$ cat config.mk
export PLATFORM = sky130hd
export DESIGN_NAME = sramc_ctrl
export DESIGN_NICKNAME = d
export VERILOG_FILES = /design/src/rtl/sramc_pkg.sv /design/src/rtl/sramc_pin_sync.sv /design/src/rtl/sramc_ctrl.sv
export VERILOG_INCLUDE_DIRS = /design/src /design/src/rtl
export SDC_FILE = /design/constraint.sdc
export NUM_CORES = 1
export LEC_CHECK = 0
export ABC_AREA = 1
export BUFFER_PORTS_ARGS = -buffer_cell sky130_fd_sc_hd__buf_2
export CORE_MARGIN = 2
export CORE_UTILIZATION = 45
export CTS_CLUSTER_SIZE = 16
export DETAILED_ROUTE_END_ITERATION = 10
export HOLD_SLACK_MARGIN = 0.06
export PLACE_DENSITY = 0.69
export SLEW_MARGIN = 40
export SYNTH_ARGS = -nofsm -noshare
export SYNTH_HDL_FRONTEND = slang
export SYNTH_SLANG_ARGS = --single-unit
$ cat constraint.sdc
create_clock -name CLK -period 2 [get_ports CLK]
set_input_delay 0.4 -clock CLK [delete_from_list [all_inputs] [get_ports CLK]]
set_output_delay 0.4 -clock CLK [all_outputs]
set_load 0.05 [all_outputs]
$ cat src/rtl/sramc_regs.svh
`ifndef SRAMC_REGS_SVH
`define SRAMC_REGS_SVH

// Timing figures in ns, slowest speed grade
`define SRAMC_CLK_NS 40
`define SRAMC_T_RC_NS 450
`define SRAMC_T_A_NS 450
`define SRAMC_T_W_NS 200
`define SRAMC_T_DW_NS 200
`define SRAMC_T_WR_NS 0
`define SRAMC_T_WC_NS 450
`define SRAMC_T_OTW_NS 100

// Least times round up
`define SRAMC_CYC_UP(ns) (((ns) + `SRAMC_CLK_NS - 1) / `SRAMC_CLK_NS)
`define SRAMC_MIN1(n) (((n) < 1) ? 1 : (n))

// Pin data reaches the state machine four edges after it settles
`define SRAMC_SYNC_CYC 4

`define SRAMC_ADDR_W 10
`define SRAMC_DATA_W 4
`define SRAMC_DEPTH 1024

`endif

$ cat src/rtl/sramc_pkg.sv
package sramc_pkg;
    typedef enum logic [2:0] {
        SR_IDLE,
        SR_RD_ACCESS,
        SR_WR_SETUP,
        SR_WR_PULSE,
        SR_WR_RELEASE,
        SR_RECOVER
    } sramc_state_t;
endpackage

$ cat src/rtl/sramc_pin_sync.sv
`timescale 1ns/1ns
`include "sramc_regs.svh"

module sramc_pin_sync #(
    parameter int WIDTH = 4
) (
    input wire logic CLK,
    input wire logic RST_N,
    input wire logic [WIDTH-1:0] din,
    output logic [WIDTH-1:0] dout
);
    logic [WIDTH-1:0] s1_r;
    logic [WIDTH-1:0] s2_r;
    logic [WIDTH-1:0] s3_r;
    logic [WIDTH-1:0] q_r;
    logic [WIDTH-1:0] q_nxt;

    // Change accepted only once second and third stages agree
    always_comb begin
        q_nxt = q_r;
        if (s2_r == s3_r) begin
            q_nxt = s3_r;
        end
    end

    always_ff @(posedge CLK) begin
        if (!RST_N) begin
            s1_r <= '0;
            s2_r <= '0;
            s3_r <= '0;
            q_r <= '0;
        end else begin
            s1_r <= din;
            s2_r <= s1_r;
            s3_r <= s2_r;
            q_r <= q_nxt;
        end
    end

    assign dout = q_r;
endmodule

$ cat src/rtl/sramc_ctrl.sv
`timescale 1ns/1ns
`include "sramc_regs.svh"

module sramc_ctrl #(
    parameter int ADDR_W = `SRAMC_ADDR_W,
    parameter int DATA_W = `SRAMC_DATA_W,
    parameter int T_RD_NS = `SRAMC_T_A_NS,
    parameter int T_W_NS = `SRAMC_T_W_NS,
    parameter int T_DW_NS = `SRAMC_T_DW_NS,
    parameter int T_WR_NS = `SRAMC_T_WR_NS,
    parameter int T_REC_NS = `SRAMC_T_OTW_NS
) (
    input wire logic CLK,
    input wire logic RST_N,
    input wire logic REQ_VALID,
    input wire logic REQ_WRITE,
    input wire logic [ADDR_W-1:0] REQ_ADDR,
    input wire logic [DATA_W-1:0] REQ_WDATA,
    output logic REQ_READY,
    output logic RSP_VALID,
    output logic [DATA_W-1:0] RSP_RDATA,
    output logic [ADDR_W-1:0] MEM_ADDR,
    output logic MEM_CS_N,
    output logic MEM_WE_N,
    output logic MEM_OUTPUT_DISABLE,
    output logic [DATA_W-1:0] MEM_DQ_O,
    output logic MEM_DQ_OE,
    input wire logic [DATA_W-1:0] MEM_DQ_I
);
    // Counts round up so each counted minimum time is met; back-to-back writes start 440 ns apart, under SRAMC_T_WC_NS
    localparam int SYNC_CYC = `SRAMC_SYNC_CYC;
    localparam int RD_CYC = `SRAMC_MIN1(`SRAMC_CYC_UP(T_RD_NS)) + SYNC_CYC;
    localparam int W_CYC = `SRAMC_MIN1(`SRAMC_CYC_UP(T_W_NS));
    localparam int DW_CYC = `SRAMC_MIN1(`SRAMC_CYC_UP(T_DW_NS));
    localparam int PULSE_CYC = (W_CYC > DW_CYC) ? W_CYC : DW_CYC;
    localparam int WR_CYC = `SRAMC_MIN1(`SRAMC_CYC_UP(T_WR_NS));
    localparam int REC_CYC = `SRAMC_MIN1(`SRAMC_CYC_UP(T_REC_NS));
    localparam int CNT_W = 8;

    // Counter is fixed at eight bits, long timing overrides must fit
    if (ADDR_W != `SRAMC_ADDR_W || DATA_W != `SRAMC_DATA_W) begin : g_bad_geometry
        $error("Array geometry must be 1024 x 4");
    end
    if (RD_CYC >= (1 << CNT_W)) begin : g_bad_read_time
        $error("Read count exceeds counter width");
    end
    if (PULSE_CYC >= (1 << CNT_W)) begin : g_bad_pulse_time
        $error("Pulse count exceeds counter width");
    end
    if (WR_CYC >= (1 << CNT_W)) begin : g_bad_release_time
        $error("Release count exceeds counter width");
    end
    if (REC_CYC >= (1 << CNT_W)) begin : g_bad_recover_time
        $error("Recovery count exceeds counter width");
    end

    sramc_pkg::sramc_state_t state_r, state_nxt;
    logic [CNT_W-1:0] cnt_r, cnt_nxt;
    logic [ADDR_W-1:0] addr_r, addr_nxt;
    logic [DATA_W-1:0] wdata_r, wdata_nxt;
    logic [DATA_W-1:0] rdata_r, rdata_nxt;
    logic ready_r, ready_nxt;
    logic rsp_r, rsp_nxt;
    logic cs_n_r, cs_n_nxt;
    logic we_n_r, we_n_nxt;
    logic od_r, od_nxt;
    logic oe_r, oe_nxt;
    logic [DATA_W-1:0] dq_sync;

    sramc_pin_sync #(
        .WIDTH(DATA_W)
    ) u_dq_sync (
        .CLK(CLK),
        .RST_N(RST_N),
        .din(MEM_DQ_I),
        .dout(dq_sync)
    );

    always_comb begin
        state_nxt = state_r;
        cnt_nxt = cnt_r;
        addr_nxt = addr_r;
        wdata_nxt = wdata_r;
        rdata_nxt = rdata_r;
        ready_nxt = ready_r;
        rsp_nxt = 1'b0;
        cs_n_nxt = cs_n_r;
        we_n_nxt = we_n_r;
        od_nxt = od_r;
        oe_nxt = oe_r;
        unique case (state_r)
            sramc_pkg::SR_IDLE: begin
                if (REQ_VALID && ready_r) begin
                    ready_nxt = 1'b0;
                    addr_nxt = REQ_ADDR;
                    wdata_nxt = REQ_WDATA;
                    if (REQ_WRITE) begin
                        // Address settles one cycle before the window opens
                        state_nxt = sramc_pkg::SR_WR_SETUP;
                        od_nxt = 1'b1;
                    end else begin
                        cs_n_nxt = 1'b0;
                        we_n_nxt = 1'b1;
                        od_nxt = 1'b0;
                        cnt_nxt = CNT_W'(RD_CYC - 1);
                        state_nxt = sramc_pkg::SR_RD_ACCESS;
                    end
                end
            end
            sramc_pkg::SR_RD_ACCESS: begin
                // Extra cycles cover the input synchroniser latency
                // Three stages plus the agreement register: four edges
                if (cnt_r == '0) begin
                    rdata_nxt = dq_sync;
                    rsp_nxt = 1'b1;
                    cs_n_nxt = 1'b1;
                    od_nxt = 1'b1;
                    cnt_nxt = CNT_W'(REC_CYC - 1);
                    state_nxt = sramc_pkg::SR_RECOVER;
                end else begin
                    cnt_nxt = cnt_r - 1'b1;
                end
            end
            sramc_pkg::SR_WR_SETUP: begin
                // Select and write enable fall together, data drive switches on at the same edge
                cs_n_nxt = 1'b0;
                we_n_nxt = 1'b0;
                oe_nxt = 1'b1;
                cnt_nxt = CNT_W'(PULSE_CYC - 1);
                state_nxt = sramc_pkg::SR_WR_PULSE;
            end
            sramc_pkg::SR_WR_PULSE: begin
                // Address and data held fixed for the whole pulse
                if (cnt_r == '0) begin
                    we_n_nxt = 1'b1;
                    cs_n_nxt = 1'b1;
                    cnt_nxt = CNT_W'(WR_CYC - 1);
                    state_nxt = sramc_pkg::SR_WR_RELEASE;
                end else begin
                    cnt_nxt = cnt_r - 1'b1;
                end
            end
            sramc_pkg::SR_WR_RELEASE: begin
                // Address still held after the window closes
                if (cnt_r == '0) begin
                    oe_nxt = 1'b0;
                    cnt_nxt = CNT_W'(REC_CYC - 1);
                    state_nxt = sramc_pkg::SR_RECOVER;
                end else begin
                    cnt_nxt = cnt_r - 1'b1;
                end
            end
            sramc_pkg::SR_RECOVER: begin
                // Lets the device release the bus before the next cycle
                if (cnt_r == '0) begin
                    ready_nxt = 1'b1;
                    state_nxt = sramc_pkg::SR_IDLE;
                end else begin
                    cnt_nxt = cnt_r - 1'b1;
                end
            end
            default: begin
                // Illegal code: drop every strobe and release the bus
                state_nxt = sramc_pkg::SR_IDLE;
                cs_n_nxt = 1'b1;
                we_n_nxt = 1'b1;
                od_nxt = 1'b1;
                oe_nxt = 1'b0;
                ready_nxt = 1'b1;
            end
        endcase
    end

    always_ff @(posedge CLK) begin
        if (!RST_N) begin
            state_r <= sramc_pkg::SR_IDLE;
            cnt_r <= '0;
            addr_r <= '0;
            wdata_r <= '0;
            rdata_r <= '0;
            ready_r <= 1'b1;
            rsp_r <= 1'b0;
            cs_n_r <= 1'b1;
            we_n_r <= 1'b1;
            od_r <= 1'b1;
            oe_r <= 1'b0;
        end else begin
            state_r <= state_nxt;
            cnt_r <= cnt_nxt;
            addr_r <= addr_nxt;
            wdata_r <= wdata_nxt;
            rdata_r <= rdata_nxt;
            ready_r <= ready_nxt;
            rsp_r <= rsp_nxt;
            cs_n_r <= cs_n_nxt;
            we_n_r <= we_n_nxt;
            od_r <= od_nxt;
            oe_r <= oe_nxt;
        end
    end

    assign REQ_READY = ready_r;
    assign RSP_VALID = rsp_r;
    assign RSP_RDATA = rdata_r;
    assign MEM_ADDR = addr_r;
    assign MEM_CS_N = cs_n_r;
    assign MEM_WE_N = we_n_r;
    assign MEM_OUTPUT_DISABLE = od_r;
    assign MEM_DQ_O = wdata_r;
    assign MEM_DQ_OE = oe_r;
endmodule

# Word level (Yosys, flattened, before mapping)
# Cells that the tools add are included.
word_totals:
  register_bits: 51
  latch_bits: 0
  ramBits: 0
  romBits: 0
  inputBits: 22
  out_inout_bits: 24
  wordCells: 84
  n_memories: 0
classes:
  addsub: 1
  multipliers: 0
  n_div: 0
  order_cmp: 0
  eq_ne: 15
  shifts: 0
  mux: 27
  n_bitwise: 5
  reduce_logical: 21
op_table:
  columns: ["cell", "count"]
  rows:
  - ["$mux 8", 5]
  - ["$pmux 8 s5", 1]
  - ["$reduce_and 4->1", 4]
  - ["$pmux 3 s5", 1]
  - ["$ne 2x2->1 const B", 7]
  - ["$mux 3", 4]
  - ["$reduce_or 4->1", 3]
  - ["$mux 1", 10]
  - ["$pmux 1 s3", 3]
  - ["$logic_not 8->1", 1]
  - ["$pmux 1 s4", 2]
  - ["$reduce_and 2->1", 4]
  - ["$sub 8x1->8 const B", 1]
  - ["$eq 3x2->1 const B", 2]
  - ["$eq 3x3->1 const B", 2]
  - ["$reduce_and 3->1", 2]
  - ["$reduce_or 2->1", 3]
  - ["$not 1->1", 5]
  - ["$reduce_bool 5->1", 1]
  - ["$eq 4x4->1", 1]
  - ["$ne 2x1->1 const B", 2]
  - ["$eq 3x1->1 const B", 1]
  - ["$logic_not 3->1", 1]
  - ["$reduce_or 3->1", 1]
  - ["2 further kinds", 2]

# Logic depth before layout (Yosys ltp)
# Gate-level depths: netlist (run 1).
depth:
  ltp_word: 4
  mapped_depth: 11
  mapped_depth_nobuf: 11

# Hierarchy
# A second synthesis (run 1) with hierarchy kept.
unflattened:
  cells_unflattened: 334
  area_unflattened_um2: 2371.0
modules_own_cells:
  columns: ["mod", "n_inst", "cells_each", "area_per_inst_um2", "seq_area_each_um2"]
  rows:
  - ["sramc_ctrl", 1, 254, 1734.2, 700.7]
  - ["sramc_pin_sync", 1, 80, 636.9, 320.3]

# Worst setup path after synthesis (run 1)
# Ideal clock, no wire load.
synth_path:
  path_type: "reg2reg"
  start: "reg ready_r (netlist: REQ_READY)"
  end: "reg cnt_r[3]"
  setup_ns: 0.115
  arrival_time_ns: 1.512
  required_time_ns: 1.885
  slack_ns: 0.374
  path_stages_with_launch: 8
  n_path_buf: 0
  synth_period_minus_slack_ns: 1.626
  path_cell_list: "dfxtp_1 -> nand2_1 -> o21ai_2 -> nand3_4 -> inv_4 -> nand2_2 -> a21oi_1 -> nor2_1"
synth_between:
  elab_chain_len: 3
synth_lines:
  columns: ["item", "line", "source"]
  rows:
  - ["from (decl)", "sramc_ctrl.sv:62", "logic ready_r, ready_nxt;"]
  - ["from (signal assigned)", "sramc_ctrl.sv:193", "ready_r <= ready_nxt;"]
  - ["$logic_and 1x1->1", "sramc_ctrl.sv:93", "if (REQ_VALID && ready_r) begin"]
  - ["$ne 2x2->1 (no source line)", null, null]
  - ["$reduce_and 4->1 (no source line)", null, null]
  - ["to (signal assigned)", "sramc_ctrl.sv:189", "cnt_r <= cnt_nxt;"]
  - ["to (decl)", "sramc_ctrl.sv:58", "logic [CNT_W-1:0] cnt_r, cnt_nxt;"]
# No other way between the ends.
# A chain may end at the register's enable or synchronous reset.

# Worst setup path in the final report (run 1)
layout_path:
  start: "reg cnt_r[0]"
  end: "reg cnt_r[0]"
layout_between:
  elab_chain_len: 3
  elab_cells_between_ends: 8
  cone_classes: "add/sub: 1; eq/ne: 1; mux: 4; reduce/logical: 2"
layout_lines:
  columns: ["item", "line", "source"]
  rows:
  - ["$sub 8x1->8 / $logic_not 8->1 (equally long branches)", null, null]
  - ["$mux 8, or another cell as far along", "sramc_ctrl.sv:155", "if (cnt_r == '0) begin"]
  - ["$pmux 8 s5 / $reduce_and 4->1 (equally long branches)", null, null]
# Several ways; a longest one is shown, not always the timed one. The select of a mux whose other input is x is not followed.

==> flow_summary.ini, run 1 <==
[floorplanning]
die_h_um = 74.8
io_pins = 46
core_mm2 = 0.00479
die-width_um = 74.8
initial_utilization_pct = 47.2
num_rows = 25
dieArea_mm2 = 0.00560

[cells_and_area]
final_nets = 379
fin_area_mm2 = 0.00264
area_growth_pct = 17.1
fin_util_pct = 55.2
register_area_mm2 = 0.00102
stdcell_count = 420
multi_input_area_mm2 = 0.00104
antennaDiodeCount = 0
drive_gt1_share_pct = 24.9
fill_cells = 459

[pwr]
power.switching_mw = 2.17
p_sw_share_pct = 49.9
power_density_mw_per_mm2 = 1650
p_int_mw = 2.19
leakage_nw = 1.40
ir_drop_mv = 0.948
p_clk_share_pct = 14.5
p_comb_share_pct = 52.6
seqPwrFrac_pct = 32.9
report.power.total_mw = 4.36

[synthesis]
yosys.area.top_type = dfxtp_1
netlist_area_mm2 = 0.00226
synthDistinctLibCells = 30
syn_inst = 304
netlist.area_leader.share_pct = 45.2
syn-num-nets = 331
synth_area_leaders = dfxtp_1 45%, nor2_1 12%, nand2_1 7.0%
yosysSeqAreaShare_pct = 45.2
synth_warnings = 0
ys_ff_latch = 51
synth.avg_cell_area_um2 = 7.43

[global_routing]
grt_pass1_wl_mm = 7.70
grt_max_degree = 19
grt_overflow = 0
antenna_found_initial = 0
grt_use_total_pct = 17.7
grt_pass1_vias = 1767

[setup_path]
critPathKind = register to register
end_kind = register
cp_common_cell = nand2_2
crit_slowest_cell = dfxtp_1
cp-start-kind = register
cpPeakStageDelay_ns = 0.34
cp.arrival_ns = 1.77
crit_required_ns = 2.21
worstPathCellList = inv_1 -> ha_1 -> nand2_1 -> nor2_4 -> nand2_2 -> nand3_4 -> inv_4 -> nand2_2 -> a21oi_1 -> nor2_1
crit_fanout = 8

[cts]
cts-root-buf = clkbuf_8
post_cts_buffers = 0
cts.repair.resized = 0
cts_tree = built
cts_sinks = 51
cts_buffers = 5
worstSkewPairLatency_ns = 0.31
clock_path_buffers = 2
hold_buffers = 0
htree_levels = 2
cts.clk_slew.worst_paths_ns = 0.10

[timing]
holdWs_ns = 0.257
clock_skew_ns = 0.00886
hold_viol_final = 0
timing.final.max_slew_violations = 0
max_freq_mhz = 640
finalSetupViolations = 0
fin_crit_sh_pct = 78.1
rsz0062_at_grt = false
tightestPinTransition_ns = 0.380
relSlewSlack_pct = 74.6
period_minus_slack_ns = 1.56
setup-tns-final_ns = 0
fin_ws_ns = 0.437

[routing]
wirelength_mm = 4.49
firstDrtPassIters = 4
ant_nets = 0
via_count = 1949
wl_per_cell_um = 10.7
drtIter0Drc = 77
vias_per_cell = 4.64
drc_errors = 0

[placement]
numPortBuffers = 45
dp_hpwl_mm = 3.37
dp_slack_ns = 0.458
dp.cells = 412
dpl_cell_area_mm2 = 0.00255
gp_congestion = 0.853

[run]
maxCapViolCount = 0

[outcome]
run_status = complete, no violations

[min_path]
hp-class = primary input to register
state kept, by name, indices dropped and copies added (netlist names), 3 cells and up:
name            flops
cnt_r               8
u_dq_sync.s2_r      4
MEM_ADDR           10
state_r             3
u_dq_sync.dout      4
u_dq_sync.s1_r      4
MEM_DQ_O            4
RSP_RDATA           4
u_dq_sync.s3_r      4
worst max-delay path: cells and delay by family (launching register included):
kind | cells | cell delay, ns
buffers and inverters | 2 | 0.20
DFF | 1 | 0.34
adders and majority gates | 1 | 0.20
AOI/OAI and AO/OA | 1 | 0.11
and+or+nand+nor | 6 | 0.61
layout make-up:
type / instances / share of cell area (%)
repair buffers: 48 / 9.37
multi-input cells: 206 / 39.4
flip-flops and latches: 51 / 38.6
clock inverters: 3 / 1.04
inverters: 40 / 5.77
well taps: 67 / 3.17
clock buffers: 5 / 2.60
cell families after synthesis:
family                   Yosys count  synth area share (%)
AND/OR/NAND/NOR                  146                  29.1
flip-flops                        51                  45.2
AO/OA/AOI/OAI                     48                  11.6
buffers and inverters             47                  8.64
XOR/XNOR                           7                  2.71
adder cells (fa/ha/maj)            5                  2.77
layer usage:
metal / up-vias / track usage (%) / part of all wire, %
met5: - / 0 / 0
met4: 0 / 6.35 / 1.5
met3: 8 / 4.02 / 6.9
met2: 59 / 30.3 / 46
met1: 843 / 21.8 / 45
li1: 1039 / - / -
cell usage after synthesis (all sizes together):
master and count:
nand4 3, nand2 50, inv 40, xor2 7, and3 1, buf 4, a31oi 1, o211ai 2
ha 5, a21oi 10, nand3 7, clkbuf 3, o21ai 35, nor2 83, dfxtp 51, nor3 2
layout by cell type (no fill, tap or decap), drive strengths merged:
cell | Yosys | layout
and3 | 1 | 1
a31oi | 1 | 1
nor3 | 2 | 2
nand2 | 50 | 50
o211ai | 2 | 2
clkinv | 0 | 1
nor2 | 83 | 83
a21oi | 10 | 10
nand3 | 7 | 7
xor2 | 7 | 7
clkinvlp | 0 | 1
buf | 4 | 48
clkbuf | 3 | 5
nand4 | 3 | 3
dfxtp | 51 | 51
o21ai | 35 | 35
ha | 5 | 5
inv | 40 | 41
power groups by stage:
stage	clock, mW	sequential (mW)	combinational, mW
global placement	0	1.46	2.26
global route	0.688	1.47	2.53
detailed placement	0	1.45	2.29
CTS	0.647	1.43	2.30
finish	0.631	1.43	2.29
floorplan	0	1.94	1.35
final timing paths:
check,from,end,slack (ns),cells past startpoint
worst max-delay path,cnt_r[0]$_SDFFE_PN0P_,cnt_r[0]$_SDFFE_PN0P_,0.44,10
worst min-delay path,MEM_DQ_I[0],u_dq_sync.s1_r[0]$_SDFF_PN0_,0.26,3
worst max register to register,cnt_r[0]$_SDFFE_PN0P_,cnt_r[0]$_SDFFE_PN0P_,0.44,10
worst min register to register,u_dq_sync.s1_r[3]$_SDFF_PN0_,u_dq_sync.s2_r[3]$_SDFF_PN0_,0.42,2
(Power assumes the default switching activity.)
==> inputs of run 2 (changes only) <==
--- a/config.mk
+++ b/config.mk
@@ -13,7 +13,7 @@
 export CTS_CLUSTER_SIZE = 16
 export DETAILED_ROUTE_END_ITERATION = 10
 export HOLD_SLACK_MARGIN = 0.06
-export PLACE_DENSITY = 0.69
+export PLACE_DENSITY = 0.72
 export SLEW_MARGIN = 40
 export SYNTH_ARGS = -nofsm -noshare
 export SYNTH_HDL_FRONTEND = slang
==> constraint.sdc (replaced) <==
create_clock -name CLK -period 1.3 [get_ports CLK]
set_input_delay 0.26 -clock CLK [delete_from_list [all_inputs] [get_ports CLK]]
set_output_delay 0.26 -clock CLK [all_outputs]
set_load 0.05 [all_outputs]
==> run 2 against run 1 <==
The flow now finishes with violations (setup timing). Clock power is 53% higher. Power is 88% higher. Flip-flop and latch count stayed put. First-iteration DRC count is 14% lower. Combinational power is 120% higher. Global-route usage is 2.0 points higher. Utilization is 10 points higher. Largest cell class unchanged. Highest routed layer unchanged.
==> flow_summary.ini, run 2 (synthesis results as in run 1) <==
[cts]
clock_path_buffers = 2
cts_sinks = 51
cts_tree = built
worstSkewPairLatency_ns = 0.30
cts.clk_slew.worst_paths_ns = 0.10
cts-root-buf = clkbuf_8
cts_buffers = 5
hold_buffers = 0
htree_levels = 2

[routing]
via_count = 2162
wl_per_cell_um = 11.7
drtIter0Drc = 66
vias_per_cell = 4.73
ant_nets = 0
drc_errors = 0
wirelength_mm = 5.36
firstDrtPassIters = 4

[cells_and_area]
antennaDiodeCount = 0
drive_gt1_share_pct = 41.5
fin_area_mm2 = 0.00313
mostFrequentLayoutCells = 68 x nor2_1, 45 x buf_2, 44 x dfxtp_1
final_nets = 416
register_area_mm2 = 0.00104
multi_input_area_mm2 = 0.00119
mostFrequentLayoutCell = nor2_1
largest_reg_flops = 10
fin_util_pct = 65.4
area_growth_pct = 38.6
fill_cells = 414

[setup_path]
critPathKind = register to register
end_kind = register
path_buf_inv = 1
crit_cells = 8
crit_required_ns = 1.52
cp.arrival_ns = 1.64
cp-start-kind = register
rrSetupSlack_ns = -0.12
startpoint = cnt_r[0]$_SDFFE_PN0P_
worstPathCellList = inv_2 -> ha_4 -> nand2_4 -> nor2_4 -> nor2_4 -> nor2_4 -> nand4_1 -> a21oi_2
crit_slowest_cell = dfxtp_2
worstReg2RegEnd = state_r[1]$_SDFFE_PN0P_
cp-endpoint = state_r[1]$_SDFFE_PN0P_
cp_common_cell = nor2_4
crit_fanout = 5
crit_family = simple AND/OR/NAND/NOR gates
cpPeakStageDelay_ns = 0.34
reg2reg_from = cnt_r[0]$_SDFFE_PN0P_
ff2ff_path_depth = 8

[global_routing]
grt_overflow = 0
grt_use_total_pct = 19.7
antenna_found_initial = 0
grt_max_degree = 29
grt_pass1_vias = 2021
grt_pass1_wl_mm = 8.54

[timing]
timing.final.max_slew_violations = 0
hold_viol_final = 0
fin_ws_ns = -0.116
fin_crit_sh_pct = 109
finalSetupViolations = 33
relSlewSlack_pct = 78.2
period_minus_slack_ns = 1.42
holdWs_ns = 0.132
max_freq_mhz = 706
tightestPinTransition_ns = 0.327
rsz0062_at_grt = true
clock_skew_ns = 0.00843

[placement]
numPortBuffers = 45
gp_congestion = 0.925
dpl_cell_area_mm2 = 0.00277
dp_slack_ns = -0.136
dp_hpwl_mm = 3.55

[pwr]
power_density_mw_per_mm2 = 2620
leakage_nw = 1.62
ir_drop_mv = 1.44
report.power.total_mw = 8.19

[min_path]
hp-class = primary input to register
hold_depth = 3

[floorplanning]
die_h_um = 74.8
dieArea_mm2 = 0.00560
initial_utilization_pct = 47.2
die-width_um = 74.8
core_mm2 = 0.00479
io_pins = 46
num_rows = 25

[run]
maxCapViolCount = 0

[outcome]
run_status = finished with violations
violations = setup timing
run 2: layer usage:
metal,wire length [µm],track usage (%)
met5,0,0
met4,157,9.13
met3,245,4.55
met2,2610,33.2
met1,2340,23.9
run 2: tightest hold or removal path: stages:
cell	delay, ns
buf_2	0.07
nand2_1	0.04
inv_1	0.04
run 2: through the flow:
| step | TNS [ns] | cells |
|---|---|---|
| finish | -1.89 | 457 |
| global route | -4.56 | 457 |
| CTS | -0.547 | 455 |
| detailed placement | -1.33 | 437 |
| global placement | -0.916 | 437 |
| floorplan | 0 | 304 |
run 2: where the power goes:
group / internal, mW / total (mW) / switching, mW
clock network: 0.398 / 0.964 / 0.566
registers: 1.98 / 2.25 / 0.273
logic: 1.86 / 4.98 / 3.12
total: 4.23 / 8.19 / 3.96
run 2: area by class of cell:
cell class,count,share of cell area [%]
repair inverters,1,0.240
clock buffers,5,2.20
clock inverters,3,0.839
repair buffers,84,17.7
flip-flops and latches,51,33.1
inverters,40,5.28
multi-input cells,206,37.9
well taps,67,2.68
run 2: how the worst min path moves through the flow:
stage / from / endpoint
after floorplan: MEM_DQ_I[0] / u_dq_sync.s1_r[0]$_SDFF_PN0_
after global routing: MEM_DQ_I[1] / u_dq_sync.s1_r[1]$_SDFF_PN0_
after global placement: u_dq_sync.s1_r[3]$_SDFF_PN0_ / u_dq_sync.s2_r[3]$_SDFF_PN0_
after CTS: MEM_DQ_I[3] / u_dq_sync.s1_r[3]$_SDFF_PN0_
after detailed placement: u_dq_sync.s1_r[3]$_SDFF_PN0_ / u_dq_sync.s2_r[3]$_SDFF_PN0_
final: MEM_DQ_I[3] / u_dq_sync.s1_r[3]$_SDFF_PN0_
run 2: repair_timing:
action | 4_1_cts | 5_1_grt
hold endpoints to repair | 0 | 0
cloned | 1 | 0
pin swaps | 14 | 16
endpoints found under the setup margin | 33 | 34
buffers inserted | 9 | 2
gates resized for setup | 32 | 25
